File: src/rtl/sync_holdover_map.svh
// Register numbers, field positions, reset values and timing constants
`ifndef SYNC_HOLDOVER_MAP_SVH
`define SYNC_HOLDOVER_MAP_SVH

`define REG_SYNC_CFG   5'h0B
`define REG_LOCK_CFG   5'h0C
`define REG_HOLD_CFG   5'h0D
`define REG_LOSS_CFG   5'h0E
`define REG_READBACK   5'h1F
`define REG_LAST_DIV   5'h05

`define RST_SYNC_CFG   32'h0181_0000
`define RST_LOCK_CFG   32'h1800_0180
`define RST_HOLD_CFG   32'h0000_06E0
`define RST_LOSS_CFG   32'h1000_0000
`define MSK_SYNC_CFG   32'h03FF_8020
`define MSK_LOCK_CFG   32'hF8C0_01C0
`define MSK_HOLD_CFG   32'h0070_FFE0
`define MSK_LOSS_CFG   32'hD000_0000

`define ADDR_HI        4
`define RB_SEL_HI      9
`define RB_SEL_LO      5
`define EXCL_HI        25
`define EXCL_LO        20
`define ALIGN_SRC_HI   19
`define ALIGN_SRC_LO   18
`define ALIGN_QUAL     17
`define ALIGN_POL      16
`define ALIGN_AUTO     15
`define XTAL_EN        5
`define LOCK_SRC_HI    31
`define LOCK_SRC_LO    27
`define HOLD_L2        23
`define HOLD_L1        22
`define DAC_TRACK      8
`define HO_MODE_HI     7
`define HO_MODE_LO     6
`define HO_MODE_AUTO   2'h2
`define ST1_SRC_HI     22
`define ST1_SRC_LO     20
`define L1_MASK        15
`define ST0_SRC_HI     14
`define ST0_SRC_LO     12
`define REF_MODE_HI    11
`define REF_MODE_LO    9
`define SEL_INV        8
`define USABLE_HI      7
`define USABLE_LO      5
`define LOS_TO_HI      31
`define LOS_TO_LO      30
`define LOS_EN         28

`define REF_MODE_FIX0  3'h0
`define REF_MODE_FIX1  3'h1
`define REF_MODE_FIX2  3'h2
`define REF_MODE_MAN   3'h3
`define REF_MODE_AUTO  3'h4

`define SRC_LOW        5'h00
`define SRC_LOOP1      5'h01
`define SRC_LOOP2      5'h02
`define SRC_BOTH       5'h03
`define SRC_HOLDOVER   5'h04
`define SRC_ALIGN      5'h05
`define SRC_REF_OK     5'h06
`define SRC_ANY_LOSS   5'h07

`define CLK_PERIOD_NS  25
`define LOS_T0_NS      1200
`define LOS_T1_NS      2400
`define LOS_T2_NS      4800
`define LOS_T3_NS      9600
`define LOS_CNT_W      9

`endif

File: src/rtl/sync_holdover_pkg.sv
// Shared types for the configuration bank
package sync_holdover_pkg;

	typedef struct packed {
		logic sclk;
		logic sdata;
		logic latch;
	} prog_s;

	typedef struct packed {
		logic loop1;
		logic loop2;
	} lock_s;

	typedef enum logic [2:0] {
		AL_IDLE = 3'h1,
		AL_ACTIVE = 3'h2,
		AL_WAIT = 3'h4
	} align_state_e;

	typedef logic [31:0] word_t;

endpackage

File: src/rtl/signal_loss_monitor.sv
// Activity watchdog for one reference input
`timescale 1ns/10ps
`include "sync_holdover_map.svh"
module signal_loss_monitor (
	input  wire logic                  clk_i,
	input  wire logic                  srst_i,
	input  wire logic                  ref_i,
	input  wire logic                  enable_i,
	input  wire logic [`LOS_CNT_W-1:0] limit_i,
	output logic                       loss_o
);
	logic                  ref_q;
	logic [`LOS_CNT_W-1:0] idle_cnt;
	wire                   edge_seen;
	wire                   expired;

	// Either edge counts as activity
	assign edge_seen = ref_i ^ ref_q;
	assign expired = (idle_cnt >= limit_i);

	always_ff @(posedge clk_i) begin
		if (srst_i) begin
			ref_q <= 1'b0;
			idle_cnt <= '0;
			loss_o <= 1'b0;
		end else begin
			ref_q <= ref_i;
			if (!enable_i || edge_seen) begin
				idle_cnt <= '0;
			end else if (!expired) begin
				idle_cnt <= idle_cnt + `LOS_CNT_W'(1);
			end
			loss_o <= enable_i && expired && !edge_seen;
		end
	end
endmodule

File: src/rtl/sync_holdover_clkin_config_bank.sv
// Configuration bank for alignment, holdover, reference select and loss
`timescale 1ns/10ps
`include "sync_holdover_map.svh"
module sync_holdover_clkin_config_bank (
	input  wire logic                     clk_i,
	input  wire logic                     srst_i,
	input  wire sync_holdover_pkg::prog_s prog_i,
	input  wire logic                     align_pin_i,
	input  wire sync_holdover_pkg::lock_s lock_i,
	input  wire logic [2:0]               ref_i,
	input  wire logic [1:0]               status_pin_i,
	output logic                          readback_o,
	output logic [5:0]                    out_align_o,
	output logic                          align_active_o,
	output logic                          align_qualify_o,
	output logic                          align_pin_o,
	output logic                          lock_pin_o,
	output logic [1:0]                    status_pin_o,
	output logic                          holdover_o,
	output logic [1:0]                    ref_select_o,
	output logic                          ref_valid_o,
	output logic [2:0]                    signal_loss_o,
	output logic                          crystal_osc_enable_o,
	output logic                          dac_track_o
);
	// Least times round up to whole cycles
	function automatic logic [`LOS_CNT_W-1:0] ns_to_cycles(
		input int ns
	);
		int c;
		c = (ns + `CLK_PERIOD_NS - 1) / `CLK_PERIOD_NS;
		if (c < 1) begin
			c = 1;
		end
		return c[`LOS_CNT_W-1:0];
	endfunction

	// Only listed fields take a write; reserved bits keep reset state
	function automatic sync_holdover_pkg::word_t merge(
		input sync_holdover_pkg::word_t cur,
		input sync_holdover_pkg::word_t wdata,
		input sync_holdover_pkg::word_t mask
	);
		return (wdata & mask) | (cur & ~mask);
	endfunction

	// Shared source selector for every status-type pin
	function automatic logic pick_source(
		input logic [4:0] sel,
		input logic       l1,
		input logic       l2,
		input logic       ho,
		input logic       al,
		input logic       rok,
		input logic       anyl
	);
		logic v;
		v = 1'b0;
		case (sel)
			`SRC_LOOP1:    v = l1;
			`SRC_LOOP2:    v = l2;
			`SRC_BOTH:     v = l1 & l2;
			`SRC_HOLDOVER: v = ho;
			`SRC_ALIGN:    v = al;
			`SRC_REF_OK:   v = rok;
			`SRC_ANY_LOSS: v = anyl;
			default:       v = 1'b0;
		endcase
		return v;
	endfunction

	sync_holdover_pkg::word_t sync_and_oscillator_config;
	sync_holdover_pkg::word_t lock_detect_and_tracking_config;
	sync_holdover_pkg::word_t holdover_and_input_select_config;
	sync_holdover_pkg::word_t input_loss_detect_config;
	sync_holdover_pkg::word_t shift_in;
	sync_holdover_pkg::word_t rb_shift;
	sync_holdover_pkg::align_state_e align_state;
	sync_holdover_pkg::align_state_e next_align_state;
	logic       sclk_q;
	logic       latch_q;
	logic       loop1_q;
	logic [1:0] ref_idx;
	logic       ref_ok;
	logic [2:0] loss;

	// Serial programming port, sampled on the system clock
	wire        sclk_rise = prog_i.sclk & ~sclk_q;
	wire        latch_rise = prog_i.latch & ~latch_q;
	wire [4:0]  addr = shift_in[`ADDR_HI:0];
	wire        wr_sync = latch_rise && (addr == `REG_SYNC_CFG);
	wire        wr_lock = latch_rise && (addr == `REG_LOCK_CFG);
	wire        wr_hold = latch_rise && (addr == `REG_HOLD_CFG);
	wire        wr_loss = latch_rise && (addr == `REG_LOSS_CFG);
	wire        rb_load = latch_rise && (addr == `REG_READBACK);
	wire        div_write = latch_rise && (addr <= `REG_LAST_DIV);
	wire [4:0]  rb_sel = shift_in[`RB_SEL_HI:`RB_SEL_LO];
	wire sync_holdover_pkg::word_t rb_word =
		(rb_sel == `REG_SYNC_CFG) ? sync_and_oscillator_config :
		(rb_sel == `REG_LOCK_CFG) ? lock_detect_and_tracking_config :
		(rb_sel == `REG_HOLD_CFG) ? holdover_and_input_select_config :
		(rb_sel == `REG_LOSS_CFG) ? input_loss_detect_config :
		32'h0000_0000;

	// Field taps
	wire [5:0] excl = sync_and_oscillator_config[`EXCL_HI:`EXCL_LO];
	wire [1:0] align_src =
		sync_and_oscillator_config[`ALIGN_SRC_HI:`ALIGN_SRC_LO];
	wire       align_pol = sync_and_oscillator_config[`ALIGN_POL];
	wire       align_auto = sync_and_oscillator_config[`ALIGN_AUTO];
	wire [4:0] lock_src =
		lock_detect_and_tracking_config[`LOCK_SRC_HI:`LOCK_SRC_LO];
	wire       hold_l2 = lock_detect_and_tracking_config[`HOLD_L2];
	wire       hold_l1 = lock_detect_and_tracking_config[`HOLD_L1];
	wire [1:0] ho_mode =
		lock_detect_and_tracking_config[`HO_MODE_HI:`HO_MODE_LO];
	wire [2:0] st1_src =
		holdover_and_input_select_config[`ST1_SRC_HI:`ST1_SRC_LO];
	wire [2:0] st0_src =
		holdover_and_input_select_config[`ST0_SRC_HI:`ST0_SRC_LO];
	wire       l1_mask = holdover_and_input_select_config[`L1_MASK];
	wire [2:0] ref_mode =
		holdover_and_input_select_config[`REF_MODE_HI:`REF_MODE_LO];
	wire       sel_inv = holdover_and_input_select_config[`SEL_INV];
	wire [2:0] usable =
		holdover_and_input_select_config[`USABLE_HI:`USABLE_LO];
	wire [1:0] los_to = input_loss_detect_config[`LOS_TO_HI:`LOS_TO_LO];
	wire       los_en = input_loss_detect_config[`LOS_EN];

	// Alignment request and lock gating
	wire align_req = align_pol ? ~align_pin_i : align_pin_i;
	wire auto_req = div_write & align_auto;
	wire lock_wait = (hold_l2 & ~lock_i.loop2) |
		(hold_l1 & ~lock_i.loop1);
	wire align_on = (align_state != sync_holdover_pkg::AL_IDLE);

	// Reference choice
	wire [1:0] man_idx = status_pin_i ^ {2{sel_inv}};
	wire [1:0] auto_idx =
		(usable[0] & ~loss[0]) ? 2'h0 :
		(usable[1] & ~loss[1]) ? 2'h1 :
		(usable[2] & ~loss[2]) ? 2'h2 : 2'h3;
	wire [1:0] next_ref_idx =
		(ref_mode == `REF_MODE_FIX0) ? 2'h0 :
		(ref_mode == `REF_MODE_FIX1) ? 2'h1 :
		(ref_mode == `REF_MODE_FIX2) ? 2'h2 :
		(ref_mode == `REF_MODE_MAN)  ? man_idx :
		(ref_mode == `REF_MODE_AUTO) ? auto_idx : 2'h3;
	// Index 3 names no input, so it is never valid
	wire next_ref_ok = (next_ref_idx != 2'h3) &&
		usable[next_ref_idx];
	wire sel_loss = (ref_idx != 2'h3) && loss[ref_idx];

	// Holdover entry and exit
	wire l1_fall = loop1_q & ~lock_i.loop1;
	wire ho_auto = (ho_mode == `HO_MODE_AUTO);
	wire ho_enter = ho_auto & ((l1_fall & ~l1_mask) | sel_loss);
	wire ho_exit = lock_i.loop1 & ~sel_loss;

	// Loss timeout choice
	wire [`LOS_CNT_W-1:0] los_limit =
		(los_to == 2'h0) ? ns_to_cycles(`LOS_T0_NS) :
		(los_to == 2'h1) ? ns_to_cycles(`LOS_T1_NS) :
		(los_to == 2'h2) ? ns_to_cycles(`LOS_T2_NS) :
		ns_to_cycles(`LOS_T3_NS);

	genvar g;
	generate
		for (g = 0; g < 3; g++) begin : g_los
			signal_loss_monitor u_mon (
				.clk_i   (clk_i),
				.srst_i  (srst_i),
				.ref_i   (ref_i[g]),
				.enable_i(los_en),
				.limit_i (los_limit),
				.loss_o  (loss[g])
			);
		end
	endgenerate

	always_comb begin
		next_align_state = align_state;
		unique case (align_state)
			sync_holdover_pkg::AL_IDLE: begin
				if (align_req || auto_req) begin
					next_align_state = sync_holdover_pkg::AL_ACTIVE;
				end else if (lock_wait) begin
					next_align_state = sync_holdover_pkg::AL_WAIT;
				end
			end
			sync_holdover_pkg::AL_ACTIVE: begin
				if (!align_req && lock_wait) begin
					next_align_state = sync_holdover_pkg::AL_WAIT;
				end else if (!align_req) begin
					next_align_state = sync_holdover_pkg::AL_IDLE;
				end
			end
			sync_holdover_pkg::AL_WAIT: begin
				if (align_req || auto_req) begin
					next_align_state = sync_holdover_pkg::AL_ACTIVE;
				end else if (!lock_wait) begin
					next_align_state = sync_holdover_pkg::AL_IDLE;
				end
			end
			default: begin
				next_align_state = sync_holdover_pkg::AL_IDLE;
			end
		endcase
	end

	// Serial capture and readback shifter
	always_ff @(posedge clk_i) begin
		if (srst_i) begin
			sclk_q <= 1'b0;
			latch_q <= 1'b0;
			shift_in <= '0;
			rb_shift <= '0;
		end else begin
			sclk_q <= prog_i.sclk;
			latch_q <= prog_i.latch;
			if (sclk_rise && !prog_i.latch) begin
				shift_in <= {shift_in[30:0], prog_i.sdata};
			end
			if (rb_load) begin
				rb_shift <= rb_word;
			end else if (sclk_rise && !prog_i.latch) begin
				rb_shift <= {rb_shift[30:0], 1'b0};
			end
		end
	end

	// Register file
	always_ff @(posedge clk_i) begin
		if (srst_i) begin
			sync_and_oscillator_config <= `RST_SYNC_CFG;
			lock_detect_and_tracking_config <= `RST_LOCK_CFG;
			holdover_and_input_select_config <= `RST_HOLD_CFG;
			input_loss_detect_config <= `RST_LOSS_CFG;
		end else begin
			if (wr_sync) begin
				sync_and_oscillator_config <= merge(
					sync_and_oscillator_config, shift_in,
					`MSK_SYNC_CFG);
			end
			if (wr_lock) begin
				lock_detect_and_tracking_config <= merge(
					lock_detect_and_tracking_config, shift_in,
					`MSK_LOCK_CFG);
			end
			if (wr_hold) begin
				holdover_and_input_select_config <= merge(
					holdover_and_input_select_config, shift_in,
					`MSK_HOLD_CFG);
			end
			if (wr_loss) begin
				input_loss_detect_config <= merge(
					input_loss_detect_config, shift_in,
					`MSK_LOSS_CFG);
			end
		end
	end

	// Alignment, holdover and reference state
	always_ff @(posedge clk_i) begin
		if (srst_i) begin
			align_state <= sync_holdover_pkg::AL_IDLE;
			loop1_q <= 1'b0;
			ref_idx <= 2'h3;
			ref_ok <= 1'b0;
			holdover_o <= 1'b0;
		end else begin
			align_state <= next_align_state;
			loop1_q <= lock_i.loop1;
			ref_idx <= next_ref_idx;
			ref_ok <= next_ref_ok;
			// Entry wins over exit when both appear together
			if (!ho_auto) begin
				holdover_o <= 1'b0;
			end else if (ho_enter) begin
				holdover_o <= 1'b1;
			end else if (ho_exit) begin
				holdover_o <= 1'b0;
			end
		end
	end

	// Registered pin and control outputs
	always_ff @(posedge clk_i) begin
		if (srst_i) begin
			out_align_o <= 6'h00;
			align_active_o <= 1'b0;
			align_qualify_o <= 1'b0;
			align_pin_o <= 1'b0;
			lock_pin_o <= 1'b0;
			status_pin_o <= 2'h0;
			crystal_osc_enable_o <= 1'b0;
			dac_track_o <= 1'b0;
			signal_loss_o <= 3'h0;
		end else begin
			out_align_o <= align_on ? ~excl : 6'h00;
			align_active_o <= align_on;
			align_qualify_o <=
				sync_and_oscillator_config[`ALIGN_QUAL];
			align_pin_o <= pick_source({3'h0, align_src},
				lock_i.loop1, lock_i.loop2, holdover_o, align_on,
				ref_ok, |loss);
			lock_pin_o <= pick_source(lock_src,
				lock_i.loop1, lock_i.loop2, holdover_o, align_on,
				ref_ok, |loss);
			status_pin_o[0] <= pick_source({2'h0, st0_src},
				lock_i.loop1, lock_i.loop2, holdover_o, align_on,
				ref_ok, |loss);
			status_pin_o[1] <= pick_source({2'h0, st1_src},
				lock_i.loop1, lock_i.loop2, holdover_o, align_on,
				ref_ok, |loss);
			crystal_osc_enable_o <=
				sync_and_oscillator_config[`XTAL_EN];
			dac_track_o <=
				lock_detect_and_tracking_config[`DAC_TRACK];
			signal_loss_o <= loss;
		end
	end

	// Selection is registered once more through ref_idx
	assign ref_select_o = ref_idx;
	assign ref_valid_o = ref_ok;
	// Readback bit is the shifter's top flop
	assign readback_o = rb_shift[31];
endmodule

File: config.mk
export PLATFORM = sky130hd
export DESIGN_NAME = sync_holdover_clkin_config_bank
export DESIGN_NICKNAME = d
export VERILOG_FILES = /design/src/rtl/sync_holdover_pkg.sv /design/src/rtl/signal_loss_monitor.sv /design/src/rtl/sync_holdover_clkin_config_bank.sv
export VERILOG_INCLUDE_DIRS = /design/src /design/src/rtl
export SDC_FILE = /design/constraint.sdc
export NUM_CORES = 1
export LEC_CHECK = 0
export ABC_AREA = 1
export BUFFER_PORTS_ARGS = -buffer_cell sky130_fd_sc_hd__buf_2
export CORE_MARGIN = 10
export CORE_UTILIZATION = 65
export CTS_CLUSTER_SIZE = 20
export DETAILED_ROUTE_END_ITERATION = 16
export GPL_TIMING_DRIVEN = 0
export HOLD_SLACK_MARGIN = 0.08
export PLACE_DENSITY_LB_ADDON = 0.2
export SLEW_MARGIN = 20
export SYNTH_ARGS = -nofsm -noshare
export SYNTH_HDL_FRONTEND = slang
export SYNTH_HIERARCHICAL = 1
export SYNTH_SLANG_ARGS = --single-unit
File: constraint.sdc
create_clock -name clk_i -period 4.2 [get_ports clk_i]
set_input_delay 0.21 -clock clk_i [delete_from_list [all_inputs] [get_ports clk_i]]
set_output_delay 0.21 -clock clk_i [all_outputs]
set_load 0.05 [all_outputs]
; After elaboration in Yosys (flattened, before gate mapping)
; Index checks and enable logic that the tools add are counted.
[op_classes]
add_sub_neg = 3
magnitude_cmp = 6
n_eq_ne = 49
mux = 35
n_bitwise = 36
n_reduce_logical = 37
[op_table]
columns = operator, count
row1 = 2-to-1 mux 32 bit, 6
row2 = "equality test 5 x 4 -> 1 bit, second input constant", 8
row3 = bitwise OR 23 x 32 -> 32 bit, 1
row4 = bitwise OR 26 x 32 -> 32 bit, 1
row5 = bitwise OR 32 x 27 -> 32 bit, 1
row6 = bitwise OR 32 x 30 -> 32 bit, 1
row7 = "equality test 3 bit, second input constant", 10
row8 = "adder 9 x 1 -> 9 bit, second input constant", 3
row9 = >= comparator 9 bit, 3
row10 = 2-to-1 mux 9 bit, 3
row11 = "equality test 3 x 2 -> 1 bit, second input constant", 7
row12 = one-hot mux 1 bit (7 select lines), 3
row13 = "equality test 5 x 3 -> 1 bit, second input constant", 4
row14 = 2-to-1 mux 3 bit, 6
row15 = logical AND 1 bit, 16
row16 = 2-to-1 mux 2 bit, 7
row17 = AND 1 bit, 13
row18 = "equality test 3 x 1 -> 1 bit, second input constant", 4
row19 = inverter 1 bit, 12
row20 = "equality test 5 x 2 -> 1 bit, second input constant", 2
row21 = OR reduction 2 bit, 5
row22 = "inequality test 3 bit, second input constant", 3
row23 = one-hot mux 3 bit (3 select lines), 1
row24 = "equality test 2 bit, second input constant", 4
row25 = 21 further kinds, 42
[totals]
register_bits = 252
inputBits = 13
output_inout_bits = 22
elab_cells = 197

; Logic depth before layout (Yosys ltp)
; Gate-level depths: netlist of the first run.
[depth]
depth_word = 13
ltp_mapped = 16
ltp_nobuf = 16

; By module
; Netlist of the first run, hierarchy kept.
[modules_own_cells]
columns = mod, n_inst, cells_per_inst, area_per_inst_um2, seq_area_each_um2
row1 = sync_holdover_clkin_config_bank, 1, 724, 5388.9, 2602.5
row2 = signal_loss_monitor, 3, 143, 867.1, 220.2

; Worst setup path after synthesis of the first run
; Ideal clock, no wire load.
[synth_timing]
path_kind = register to register
from = register input_loss_detect_config[30]
to = register g_los[0].u_mon.idle_cnt[4]
setup_time_ns = 0.115
arrival_ns = 1.920
t_required_ns = 4.085
path_slack_ns = 2.165
path_stages_with_launch = 16
n_path_buf = 0
period_less_slack_ns = 2.035
cell_sequence = dfxtp_1 > inv_1 > ha_1 > nor2_1 > inv_1 > ha_1 > nand2_2 > inv_1 > nand2_1 > nand2_1 > inv_1 > nand2_1 > nor2_2 > nand3_1 > nand2_1 > nor2_1
[synth_via]
word_cells_on_any_way = 7
classes_between = 1 x order compare / 2 x eq/ne / 3 x mux / 1 x reduce/logical
[synth_lines]
columns = element, line_no
row1 = from (decl), sync_holdover_clkin_config_bank.sv:75  ; sync_holdover_pkg::word_t input_loss_detect_config;
row2 = from (signal assigned), sync_holdover_clkin_config_bank.sv:238  ; input_loss_detect_config <= `RST_LOSS_CFG;
row3 = from (signal assigned), sync_holdover_clkin_config_bank.sv:256  ; input_loss_detect_config <= merge(
row4 = equality test 2 x 1 -> 1 bit, sync_holdover_clkin_config_bank.sv:163  ; (los_to == 2'h1) ? ns_to_cycles(`LOS_T1_NS) :
row5 = 2-to-1 mux 9 bit, sync_holdover_clkin_config_bank.sv:163
row6 = 2-to-1 mux 9 bit *, sync_holdover_clkin_config_bank.sv:162  ; (los_to == 2'h0) ? ns_to_cycles(`LOS_T0_NS) :
row7 = named net los_limit[4], sync_holdover_clkin_config_bank.sv:161  ; wire [`LOS_CNT_W-1:0] los_limit =
row8 = >= comparator 9 bit *, signal_loss_monitor.sv:19  ; assign expired = (idle_cnt >= limit_i);
row9 = to (signal assigned), signal_loss_monitor.sv:31  ; idle_cnt <= idle_cnt + `LOS_CNT_W'(1);
row10 = to (decl), signal_loss_monitor.sv:13  ; logic [`LOS_CNT_W-1:0] idle_cnt;
; The timed path passes the listed nets; every way through them passes the cells marked *.
; A chain may end at the register's enable or synchronous reset.

; Final worst setup path of the first run
[layout_timing]
from = register input_loss_detect_config[30]
to = register g_los[1].u_mon.idle_cnt[8]
[layout_via]
word_cells_on_any_way = 7
classes_between = 1 x order compare / 2 x eq/ne / 3 x mux / 1 x reduce/logical
[layout_lines]
columns = element, line_no
row1 = equality test 2 x 1 -> 1 bit, sync_holdover_clkin_config_bank.sv:163
row2 = 2-to-1 mux 9 bit, sync_holdover_clkin_config_bank.sv:163
row3 = 2-to-1 mux 9 bit *, sync_holdover_clkin_config_bank.sv:162
row4 = named net los_limit[4], sync_holdover_clkin_config_bank.sv:161
row5 = >= comparator 9 bit *, signal_loss_monitor.sv:19
row6 = to (signal assigned), signal_loss_monitor.sv:31
row7 = to (decl), signal_loss_monitor.sv:13
; Marks and branches as above.

==> results of run 1 <==
report_power, final:
part	total, W	switching (W)	internal [W]
logic	0.000335	0.000240	0.0000953
clock network	0.00170	0.000626	0.00107
registers	0.00165	0.0000407	0.00161
total	0.00368	0.000907	0.00277
cell families after synthesis:
kind of cell / share of synthesized area
compound gates: 0.148
xor+xnor: 0.00110
fa+ha+maj: 0.0517
buf+inv: 0.104
flops: 0.408
other cells: 0.000469
simple gates: 0.286
sequential cells by signal, summed over array words and instances, names as in the netlist, 2 cells and up:
signal	cells
align_state	3
g_los.u_mon/idle_cnt	27
g_los.u_mon/loss_o	3
g_los.u_mon/ref_q	3
holdover_and_input_select_config	14
input_loss_detect_config	3
lock_detect_and_tracking_config	10
out_align_o	6
rb_shift	32
ref_select_o	2
shift_in	32
signal_loss_o	3
status_pin_o	2
sync_and_oscillator_config	12
worst min-delay path, cell delays in order:
cell     delay (ns)
buf_2          0.09
o21ai_0        0.08
a21oi_1        0.11
worst min-delay path by stage:
| stage | start | end | slack (ns) | cells past startpoint |
|---|---|---|---|---|
| 6_report | prog_i[1] | shift_in[0] | 0.09 | 3 |
| 5_1_grt | prog_i[1] | shift_in[0] | 0.12 | 3 |
| 4_1_cts | prog_i[1] | shift_in[0] | 0.09 | 3 |
| 2_1_floorplan | srst_i | g_los[0].u_mon/ref_q | 0.28 | 1 |
| 3_5_place_dp | sync_and_oscillator_config[20] | out_align_o[0] | 0.43 | 1 |
| 3_3_place_gp | sync_and_oscillator_config[21] | out_align_o[1] | 0.40 | 1 |
per-layer routing:
metal / part of all wire / vias up
met3: 0.088 / 44
met2: 0.45 / 328
met1: 0.44 / 3435
li1: - / 3808
met4: 0.020 / 0
met5: 0 / -
timing repair:
action	CTS	global route
setup buffers	0	0
hold buffers	5	0
endpoints found under the hold margin	5	0
cells in the mapped netlist (2+ instances only):
cell type,instances,share of area
nand2_1,253,0.12
inv_1,171,0.080
dfxtp_1,163,0.41
nor2_1,149,0.070
o21ai_0,92,0.058
nand3_1,81,0.051
a21oi_1,79,0.049
ha_1,33,0.052
clkbuf_1,16,0.0075
o211ai_1,12,0.011
buf_2,10,0.0063
nor2_2,10,0.0078
o21ai_1,10,0.0063
nor2_4,8,0.011
inv_2,6,0.0028
nor3_1,6,0.0038
a31oi_1,5,0.0039
nand2_2,5,0.0039
a21oi_2,4,0.0044
nand3_2,4,0.0050
nand4_1,4,0.0031
a211oi_2,3,0.0047
buf_6,3,0.0042
clkinv_1,3,0.0014
or2_2,3,0.0023
buf_1,2,0.00094
o22ai_1,2,0.0016
o31ai_1,2,0.0019
final cells by class:
| class | count | area, sq um | share of cell area |
|---|---|---|---|
| multi-input combinational | 789 | 3930 | 0.433 |
| sequential | 163 | 3260 | 0.359 |
| inverter | 180 | 676 | 0.0744 |
| clock buffer | 19 | 443 | 0.0488 |
| timing repair buffer | 39 | 220 | 0.0242 |
| clock inverter | 12 | 204 | 0.0225 |
| tap | 147 | 184 | 0.0203 |
| buffer | 32 | 159 | 0.0175 |
through the flow:
stage	cell area (sq um)	setup WS [ns]	power (W)	hold slack [ns]	util
2_1_floorplan	8030	2.17	0.00191	0.282	-
3_3_place_gp	8390	1.82	0.00199	0.395	0.698
3_5_place_dp	8390	1.74	0.00200	0.429	0.698
4_1_cts	9080	1.69	0.00368	0.0864	0.756
5_1_grt	9080	1.43	0.00380	0.120	0.756
6_report	9080	1.66	0.00368	0.0922	0.756
==> run_results.csv, run 1 <==
group,metric,value,unit
routing,drtPass1Iterations,5,
critical_path,cp_max_fo,9,
global_route,grt_pass1_vias,7073,
critical_path,crit_chain,"inv_1, ha_1, nor2_1, inv_1, ha_1, nand2_2, inv_1, nand2_1, nand2_1, inv_1, nand2_1, nor2_2, nand3_1, nand2_1, nor2_1",
clocking,ctsResizeCount,0,
sta,worst_pin_slew,0.740,ns
critical_path,worstSetupPathType,"reg2reg",
critical_path,r2r_end,"g_los[1].u_mon/idle_cnt[8]",
critical_path,cp-endpoint,"g_los[1].u_mon/idle_cnt[8]",
critical_path,r2r_cells,15,
pwr,leakagePower,4.26,nW
die,die_h,131,um
global_route,grt_overflow,0,
critical_path,crit_buf_inv,4,
routing,ant_nets,0,
place,io_buffer_count,34,
layout,fin_nets,1268,
sta,finalSetupTns,0,ns
sta,maxSlewHeadroom,0.506,
pwr,ir_drop,327,uV
critical_path,crit_family,"simple AND/OR/NAND/NOR gates",
die,core_area,12000,sq um
sta,rsz0062_at_grt,"false",
global_route,grt_max_degree,17,
layout,final_cell_mix,"nand2_1 (253), inv_1 (171), dfxtp_1 (163)",
clocking,clock-sinks,163,
critical_path,crit_required,4.52,ns
global_route,antenna_found_initial,0,
critical_path,slowest_stage,"dfxtp_1",
global_route,grt_pass1_wl,33100,um
place,place.gp.congestion,0.918,
synthesis,synth.distinct_cells,42,
synthesis,yosysSeqAreaShare,0.408,
synthesis,postSynthRegisterBits,163,
die,die_x,131,um
global_route,grt_util_met1,0.315,
critical_path,worstSetupPathDepth,15,
clocking,clockBufferDepth,2,
synthesis,async_reset_ff_frac,0,
pwr,powerDensity,405,nW/um^2
die,ios,35,
clocking,cts-root-buf,"clkbuf_16",
layout,diodes,0,
layout,fin_cells,1381,
sta,drv_slew,0,
sta,hold_viol_final,0,
clocking,cts_htree_levels,4,
routing,drc,0,
clocking,cts_tree,"built",
critical_path,startpoint,"input_loss_detect_config[30]",
global_route,grt.busiest_layer,"met2",
global_route,track_usage,0.241,
job,drv_cap,0,
critical_path,timing.rr.start,"input_loss_detect_config[30]",
routing,viasPerCell,5.51,
die,die_area,17100,sq um
routing,detail_route.wl_per_cell,14.5,um
layout,drive_gt1_frac,0.102,
status,outcome,"finished, final reports clean",
synthesis,yosys_warnings,6,
clocking,cts_buffers,17,
die,rows,40,
routing,drt_wl_total,20100,um
clocking,clkSlewWorstSetupHoldPaths,0.06,ns
synthesis,syn_avg_cell_area,6.93,sq um
sta,skew,0.00559,ns
place,dp.cells,1345,
layout,mostFrequentLayoutCell,"nand2_1",
sta,finalSetupViolCount,0,
layout,areaGrowthSynthToFinish,13.7,%
synthesis,synth_cells,1153,
layout,fillers,944,
routing,route.vias.total,7615,
routing,drt_iter0_drc,1038,
critical_path,startpoint_type,"register",
place,hpwlAfterDp,14100,um
clocking,clk_latency,0.43,ns
global_route,use_met3,0.0600,
die,initial_core_util,0.665,
synthesis,synth_edf_count,0,
worst_hold_path,hp-class,"in2reg",
critical_path,worstPathArrival,2.86,ns
critical_path,max_stage_delay,0.38,ns
sta,fmax,394,MHz
synthesis,syn_area,7990,sq um
global_route,globalRouteMet2Util,0.379,
critical_path,reg2reg_slack,1.66,ns
critical_path,endpoint_kind,"register",
sta,fin_crit_sh,0.605,
synthesis,synth-main-ff-cell,"dfxtp_1",
sta,period_needed,2.54,ns
(Power assumes the default switching activity.)
==> run 2, diff against run 1 <==
--- a/config.mk
+++ b/config.mk
@@ -9,7 +9,7 @@
 export ABC_AREA = 1
 export BUFFER_PORTS_ARGS = -buffer_cell sky130_fd_sc_hd__buf_2
 export CORE_MARGIN = 10
-export CORE_UTILIZATION = 65
+export CORE_UTILIZATION = 62
 export CTS_CLUSTER_SIZE = 20
 export DETAILED_ROUTE_END_ITERATION = 16
 export GPL_TIMING_DRIVEN = 0
==> constraint.sdc (replaced) <==
create_clock -name clk_i -period 2.66 [get_ports clk_i]
set_input_delay 0.133 -clock clk_i [delete_from_list [all_inputs] [get_ports clk_i]]
set_output_delay 0.133 -clock clk_i [all_outputs]
set_load 0.05 [all_outputs]
==> run_results.csv, run 2 (same netlist as run 1, synthesis figures left out) <==
group,metric,value,unit
worst_hold_path,hp-class,"in2reg",
sta,finalSetupTns,0,ns
global_route,grt_pass1_wl,33400,um
pwr,swShare,0.274,
critical_path,cp_max_fo,7,
layout,largestRegisters,"rb_shift (32), shift_in (32), g_los.u_mon/idle_cnt (27)",
clocking,post-cts-setup-buffers,0,
sta,worst_pin_slew,0.794,ns
global_route,grt_pass1_vias,6882,
pwr,powerDensity,594,nW/um^2
pwr,combPwrFrac,0.099,
die,die_h,134,um
pwr,switchingPower,0.00148,W
die,rows,41,
layout,mostFrequentLayoutCell,"nand2_1",
routing,detail_route.wl_per_cell,14.1,um
layout,drive_gt1_frac,0.103,
clocking,clkSlewWorstSetupHoldPaths,0.07,ns
routing,viasPerCell,5.31,
sta,holdWs,0.117,ns
place,io_buffer_count,34,
routing,drtPass1Iterations,5,
die,die_area,17800,sq um
clocking,cts_buffers,17,
clocking,cts_htree_levels,4,
die,ios,35,
place,place.gp.congestion,0.899,
clocking,clk_latency,0.43,ns
die,core_area,12600,sq um
sta,skew,0.00623,ns
job,drv_cap,0,
die,initial_core_util,0.633,
pwr,leakagePower,4.23,nW
sta,rsz0062_at_grt,"false",
sta,fmax,416,MHz
sta,drv_slew,0,
sta,finalSetupViolCount,0,
status,outcome,"finished, final reports clean",
layout,diodes,0,
pwr,power.internal,0.00392,W
sta,maxSlewHeadroom,0.470,
routing,ant_nets,0,
layout,areaGrowthSynthToFinish,13.7,%
critical_path,worstPathArrival,2.77,ns
global_route,grt_overflow,0,
sta,hold_viol_final,0,
pwr,ir_drop,536,uV
pwr,clockPowerShare,0.419,
die,die_x,134,um
sta,period_needed,2.40,ns
routing,route.vias.total,7507,
clocking,cts_tree,"built",
layout,final_cell_mix,"nand2_1 (253), inv_1 (171), dfxtp_1 (163)",
critical_path,worstSetupPathType,"reg2reg",
routing,drt_wl_total,20000,um
global_route,track_usage,0.226,
critical_path,crit_required,3.03,ns
layout,fin_nets,1274,
pwr,p_seq_frac,0.482,
place,hpwlAfterDp,14100,um
clocking,cts-root-buf,"clkbuf_16",
routing,drc,0,
critical_path,startpoint_type,"register",
clocking,clock-sinks,163,
sta,fin_crit_sh,0.903,
global_route,antenna_found_initial,0,
clocking,clockBufferDepth,2,
critical_path,endpoint_kind,"register",
routing,drt_iter0_drc,784,
global_route,grt_max_degree,17,
[run 2: cell count changes in the layout (fill, tap and decap cells not counted)]
cell,before,now
nor2_2,10,7
clkinvlp_4,0,4
inv_6,2,3
bufinv_16,5,0
clkinv_4,3,4
nor2_4,8,11
dlygate4sd3_1,5,11
clkbuf_1,17,16
clkinv_2,2,3
[run 2: layer usage]
metal	global-route usage	vias up	part of all wire	routed length, um
li1	-	3810	-	-
met1	0.301	3395	0.46	9100
met2	0.356	274	0.45	8950
met3	0.0575	28	0.084	1680
met4	0.0593	0	0.011	229
met5	0	-	0	0
[run 2: power by group through the flow]
stage               sequential [W]  combinational [W]  clock, W
global placement           0.00265           0.000503         0
global route               0.00261           0.000596   0.00238
finish                     0.00260           0.000536   0.00226
CTS                        0.00260           0.000529   0.00227
floorplan                  0.00273           0.000286         0
detailed placement         0.00265           0.000512         0
[run 2: final timing paths]
check	start	end	slack, ns	cells past startpoint
max	input_loss_detect_config[30]	g_los[2].u_mon/idle_cnt[1]	0.26	14
min	status_pin_i[1]	ref_select_o[1]	0.12	5
max reg2reg	input_loss_detect_config[30]	g_los[2].u_mon/idle_cnt[1]	0.26	14
min reg2reg	sync_and_oscillator_config[21]	out_align_o[1]	0.42	1
[run 2: area by class of cell]
cell class                 count  area [sq um]
fill                        1091          3530
timing repair buffer          45           280
multi-input combinational    789          3950
sequential                   163          3260
tap                          172           215
inverter                     180           676
buffer                        32           159
clock buffer                  18           439
clock inverter                14           106
[run 2: stage by stage]
stage          cells  area [sq um]  total power [W]  worst slack, ns  utilization
5_1_grt         1413          9090          0.00558           0.0155        0.720
3_3_place_gp    1370          8420          0.00315            0.250        0.667
3_5_place_dp    1370          8420          0.00316            0.206        0.667
2_1_floorplan   1164          8030          0.00301            0.625            -
4_1_cts         1413          9070          0.00540            0.187        0.719
6_report        1413          9090          0.00540            0.258        0.720
[run 2: worst max-delay path: stages (launching register included)]
cell and delay (ns):
dfxtp_1 0.38, inv_1 0.08, ha_1 0.29, nor2_1 0.27, inv_1 0.09, ha_1 0.31, nand2_2 0.11, inv_1 0.04
nand2_1 0.05, nand2_1 0.09, nor2_2 0.20, nand3_2 0.18, nand2_1 0.10, nand2_1 0.05, nor2_1 0.10
[run 2: repair_timing]
item / CTS / global route
hold buffers: 11 / 0
hold endpoints to repair: 9 / 0
resized for setup: 0 / 3
endpoints found under the setup margin: 0 / 10
==> run 3, diff against run 2 <==
--- a/config.mk
+++ b/config.mk
@@ -15,6 +15,7 @@
 export GPL_TIMING_DRIVEN = 0
 export HOLD_SLACK_MARGIN = 0.08
 export PLACE_DENSITY_LB_ADDON = 0.2
+export REMOVE_ABC_BUFFERS = 1
 export SLEW_MARGIN = 20
 export SYNTH_ARGS = -nofsm -noshare
 export SYNTH_HDL_FRONTEND = slang
==> run_results.csv, run 3 (same netlist as run 1, synthesis figures left out) <==
group,metric,value,unit
layout,final_area,9010,sq um
sta,skew,0.00623,ns
place,io_buffer_count,34,
sta,rsz0062_at_grt,"false",
global_route,grt_pass1_wl,30100,um
clocking,clock-sinks,163,
clocking,post-cts-setup-buffers,0,
worst_hold_path,hp-class,"in2reg",
die,initial_core_util,0.633,
routing,ant_nets,0,
sta,worst_pin_slew,0.825,ns
sta,hold_viol_final,0,
clocking,clkSlewWorstSetupHoldPaths,0.07,ns
routing,drc,0,
sta,fmax,416,MHz
critical_path,reg2reg_slack,0.26,ns
global_route,antenna_found_initial,0,
clocking,cts_buffers,17,
layout,fin_nets,1241,
sta,maxSlewHeadroom,0.449,
layout,areaGrowthSynthToFinish,12.8,%
routing,route.vias.total,7272,
sta,period_needed,2.40,ns
global_route,grt_max_degree,61,
place,hpwlAfterDp,11800,um
clocking,cts-root-buf,"clkbuf_16",
place,dp.cells,1341,
die,ios,35,
sta,finalSetupViolCount,0,
critical_path,worstSetupPathType,"reg2reg",
die,die_h,134,um
pwr,leakagePower,4.20,nW
sta,fin_crit_sh,0.903,
pwr,ir_drop,604,uV
place,dpl_cell_area,8310,sq um
status,outcome,"finished, final reports clean",
layout,fin_cells,1380,
pwr,powerDensity,631,nW/um^2
global_route,grt_overflow,0,
routing,detail_route.wl_per_cell,12.9,um
layout,largestRegisters,"rb_shift (32), shift_in (32), g_los.u_mon/idle_cnt (27)",
clocking,clk_latency,0.44,ns
die,core_area,12600,sq um
critical_path,worstPathArrival,2.74,ns
routing,drtPass1Iterations,5,
layout,final_cell_mix,"nand2_1 (253), inv_1 (171), dfxtp_1 (163)",
sta,drv_slew,0,
routing,viasPerCell,5.27,
clocking,clockBufferDepth,2,
critical_path,startpoint_type,"register",
clocking,cts_htree_levels,4,
place,place.gp.congestion,0.849,
layout,utilization,0.714,
routing,drt_wl_total,17800,um
layout,drive_gt1_frac,0.0985,
global_route,grt_pass1_vias,6443,
clocking,cts_tree,"built",
die,rows,41,
job,drv_cap,0,
critical_path,cp_max_fo,9,
critical_path,crit_required,3.00,ns
global_route,track_usage,0.201,
layout,diodes,0,
layout,mostFrequentLayoutCell,"nand2_1",
routing,drt_iter0_drc,600,
die,die_area,17800,sq um
die,die_x,134,um
critical_path,endpoint_kind,"register",
run 3: changes by cell type in the layout (fill, tap and decap cells not counted), sizes merged:
cell,change
clkinvlp,-3
inv,+4
clkbuf,-17
bufinv,+3
dlygate4sd3,-4
clkinv,-3
buf,-13
run 3: critical path, cell delays in order (launching register included):
cell     delay [ns]
dfxtp_1        0.39
inv_1          0.09
ha_1           0.28
nor2_2         0.23
inv_1          0.07
ha_1           0.30
nand2_2        0.10
inv_1          0.04
nand2_1        0.05
nand2_1        0.08
inv_1          0.06
nand2_1        0.05
nor2_2         0.29
nand3_1        0.13
nand2_1        0.09
nor2_1         0.04
run 3: timing repair:
item	CTS	global route
endpoints found under the hold margin	8	0
resized for setup	0	3
endpoints found under the setup margin	0	24
hold buffers	7	0
run 3: layout make-up:
cell class,instances,area [sq um]
Clock buffer,17,425
Clock inverter,15,195
Fill cell,1066,3610
Inverter,180,677
Multi-Input combinational cell,789,3950
Sequential cell,163,3260
Tap cell,172,215
Timing Repair Buffer,44,290
run 3: per-layer routing:
| layer | GRT usage | wire, um | up-vias |
|---|---|---|---|
| met5 | 0 | 0 | - |
| met4 | 0.0653 | 294 | 0 |
| met3 | 0.0545 | 1130 | 27 |
| met2 | 0.309 | 7830 | 197 |
| met1 | 0.267 | 8500 | 3299 |
| li1 | - | - | 3749 |
run 3: stage by stage:
stage               hold WS [ns]  total power [W]  worst slack [ns]  setup TNS [ns]
floorplan                  0.195          0.00300             0.363               0
global placement           0.369          0.00313             -1.41          -94.21
CTS                       0.0881          0.00570             0.172               0
global route              0.0950          0.00590            0.0251               0
finish                    0.0938          0.00569             0.258               0
detailed placement         0.377          0.00314             0.166               0
run 3: power breakdown:
group          switching (W)  internal [W]  total, W
sequential         0.0000659       0.00254   0.00260
clock                0.00108       0.00151   0.00258
combinational       0.000356      0.000149  0.000504
total                0.00150       0.00419   0.00569
run 3: worst paths after layout:
check | startpoint | endpoint | cells past startpoint
min | status_pin_i[1] | ref_select_o[1] | 5
min reg2reg | sync_and_oscillator_config[20] | out_align_o[0] | 1
max | input_loss_detect_config[30] | g_los[1].u_mon/idle_cnt[5] | 15
max reg2reg | input_loss_detect_config[30] | g_los[1].u_mon/idle_cnt[5] | 15
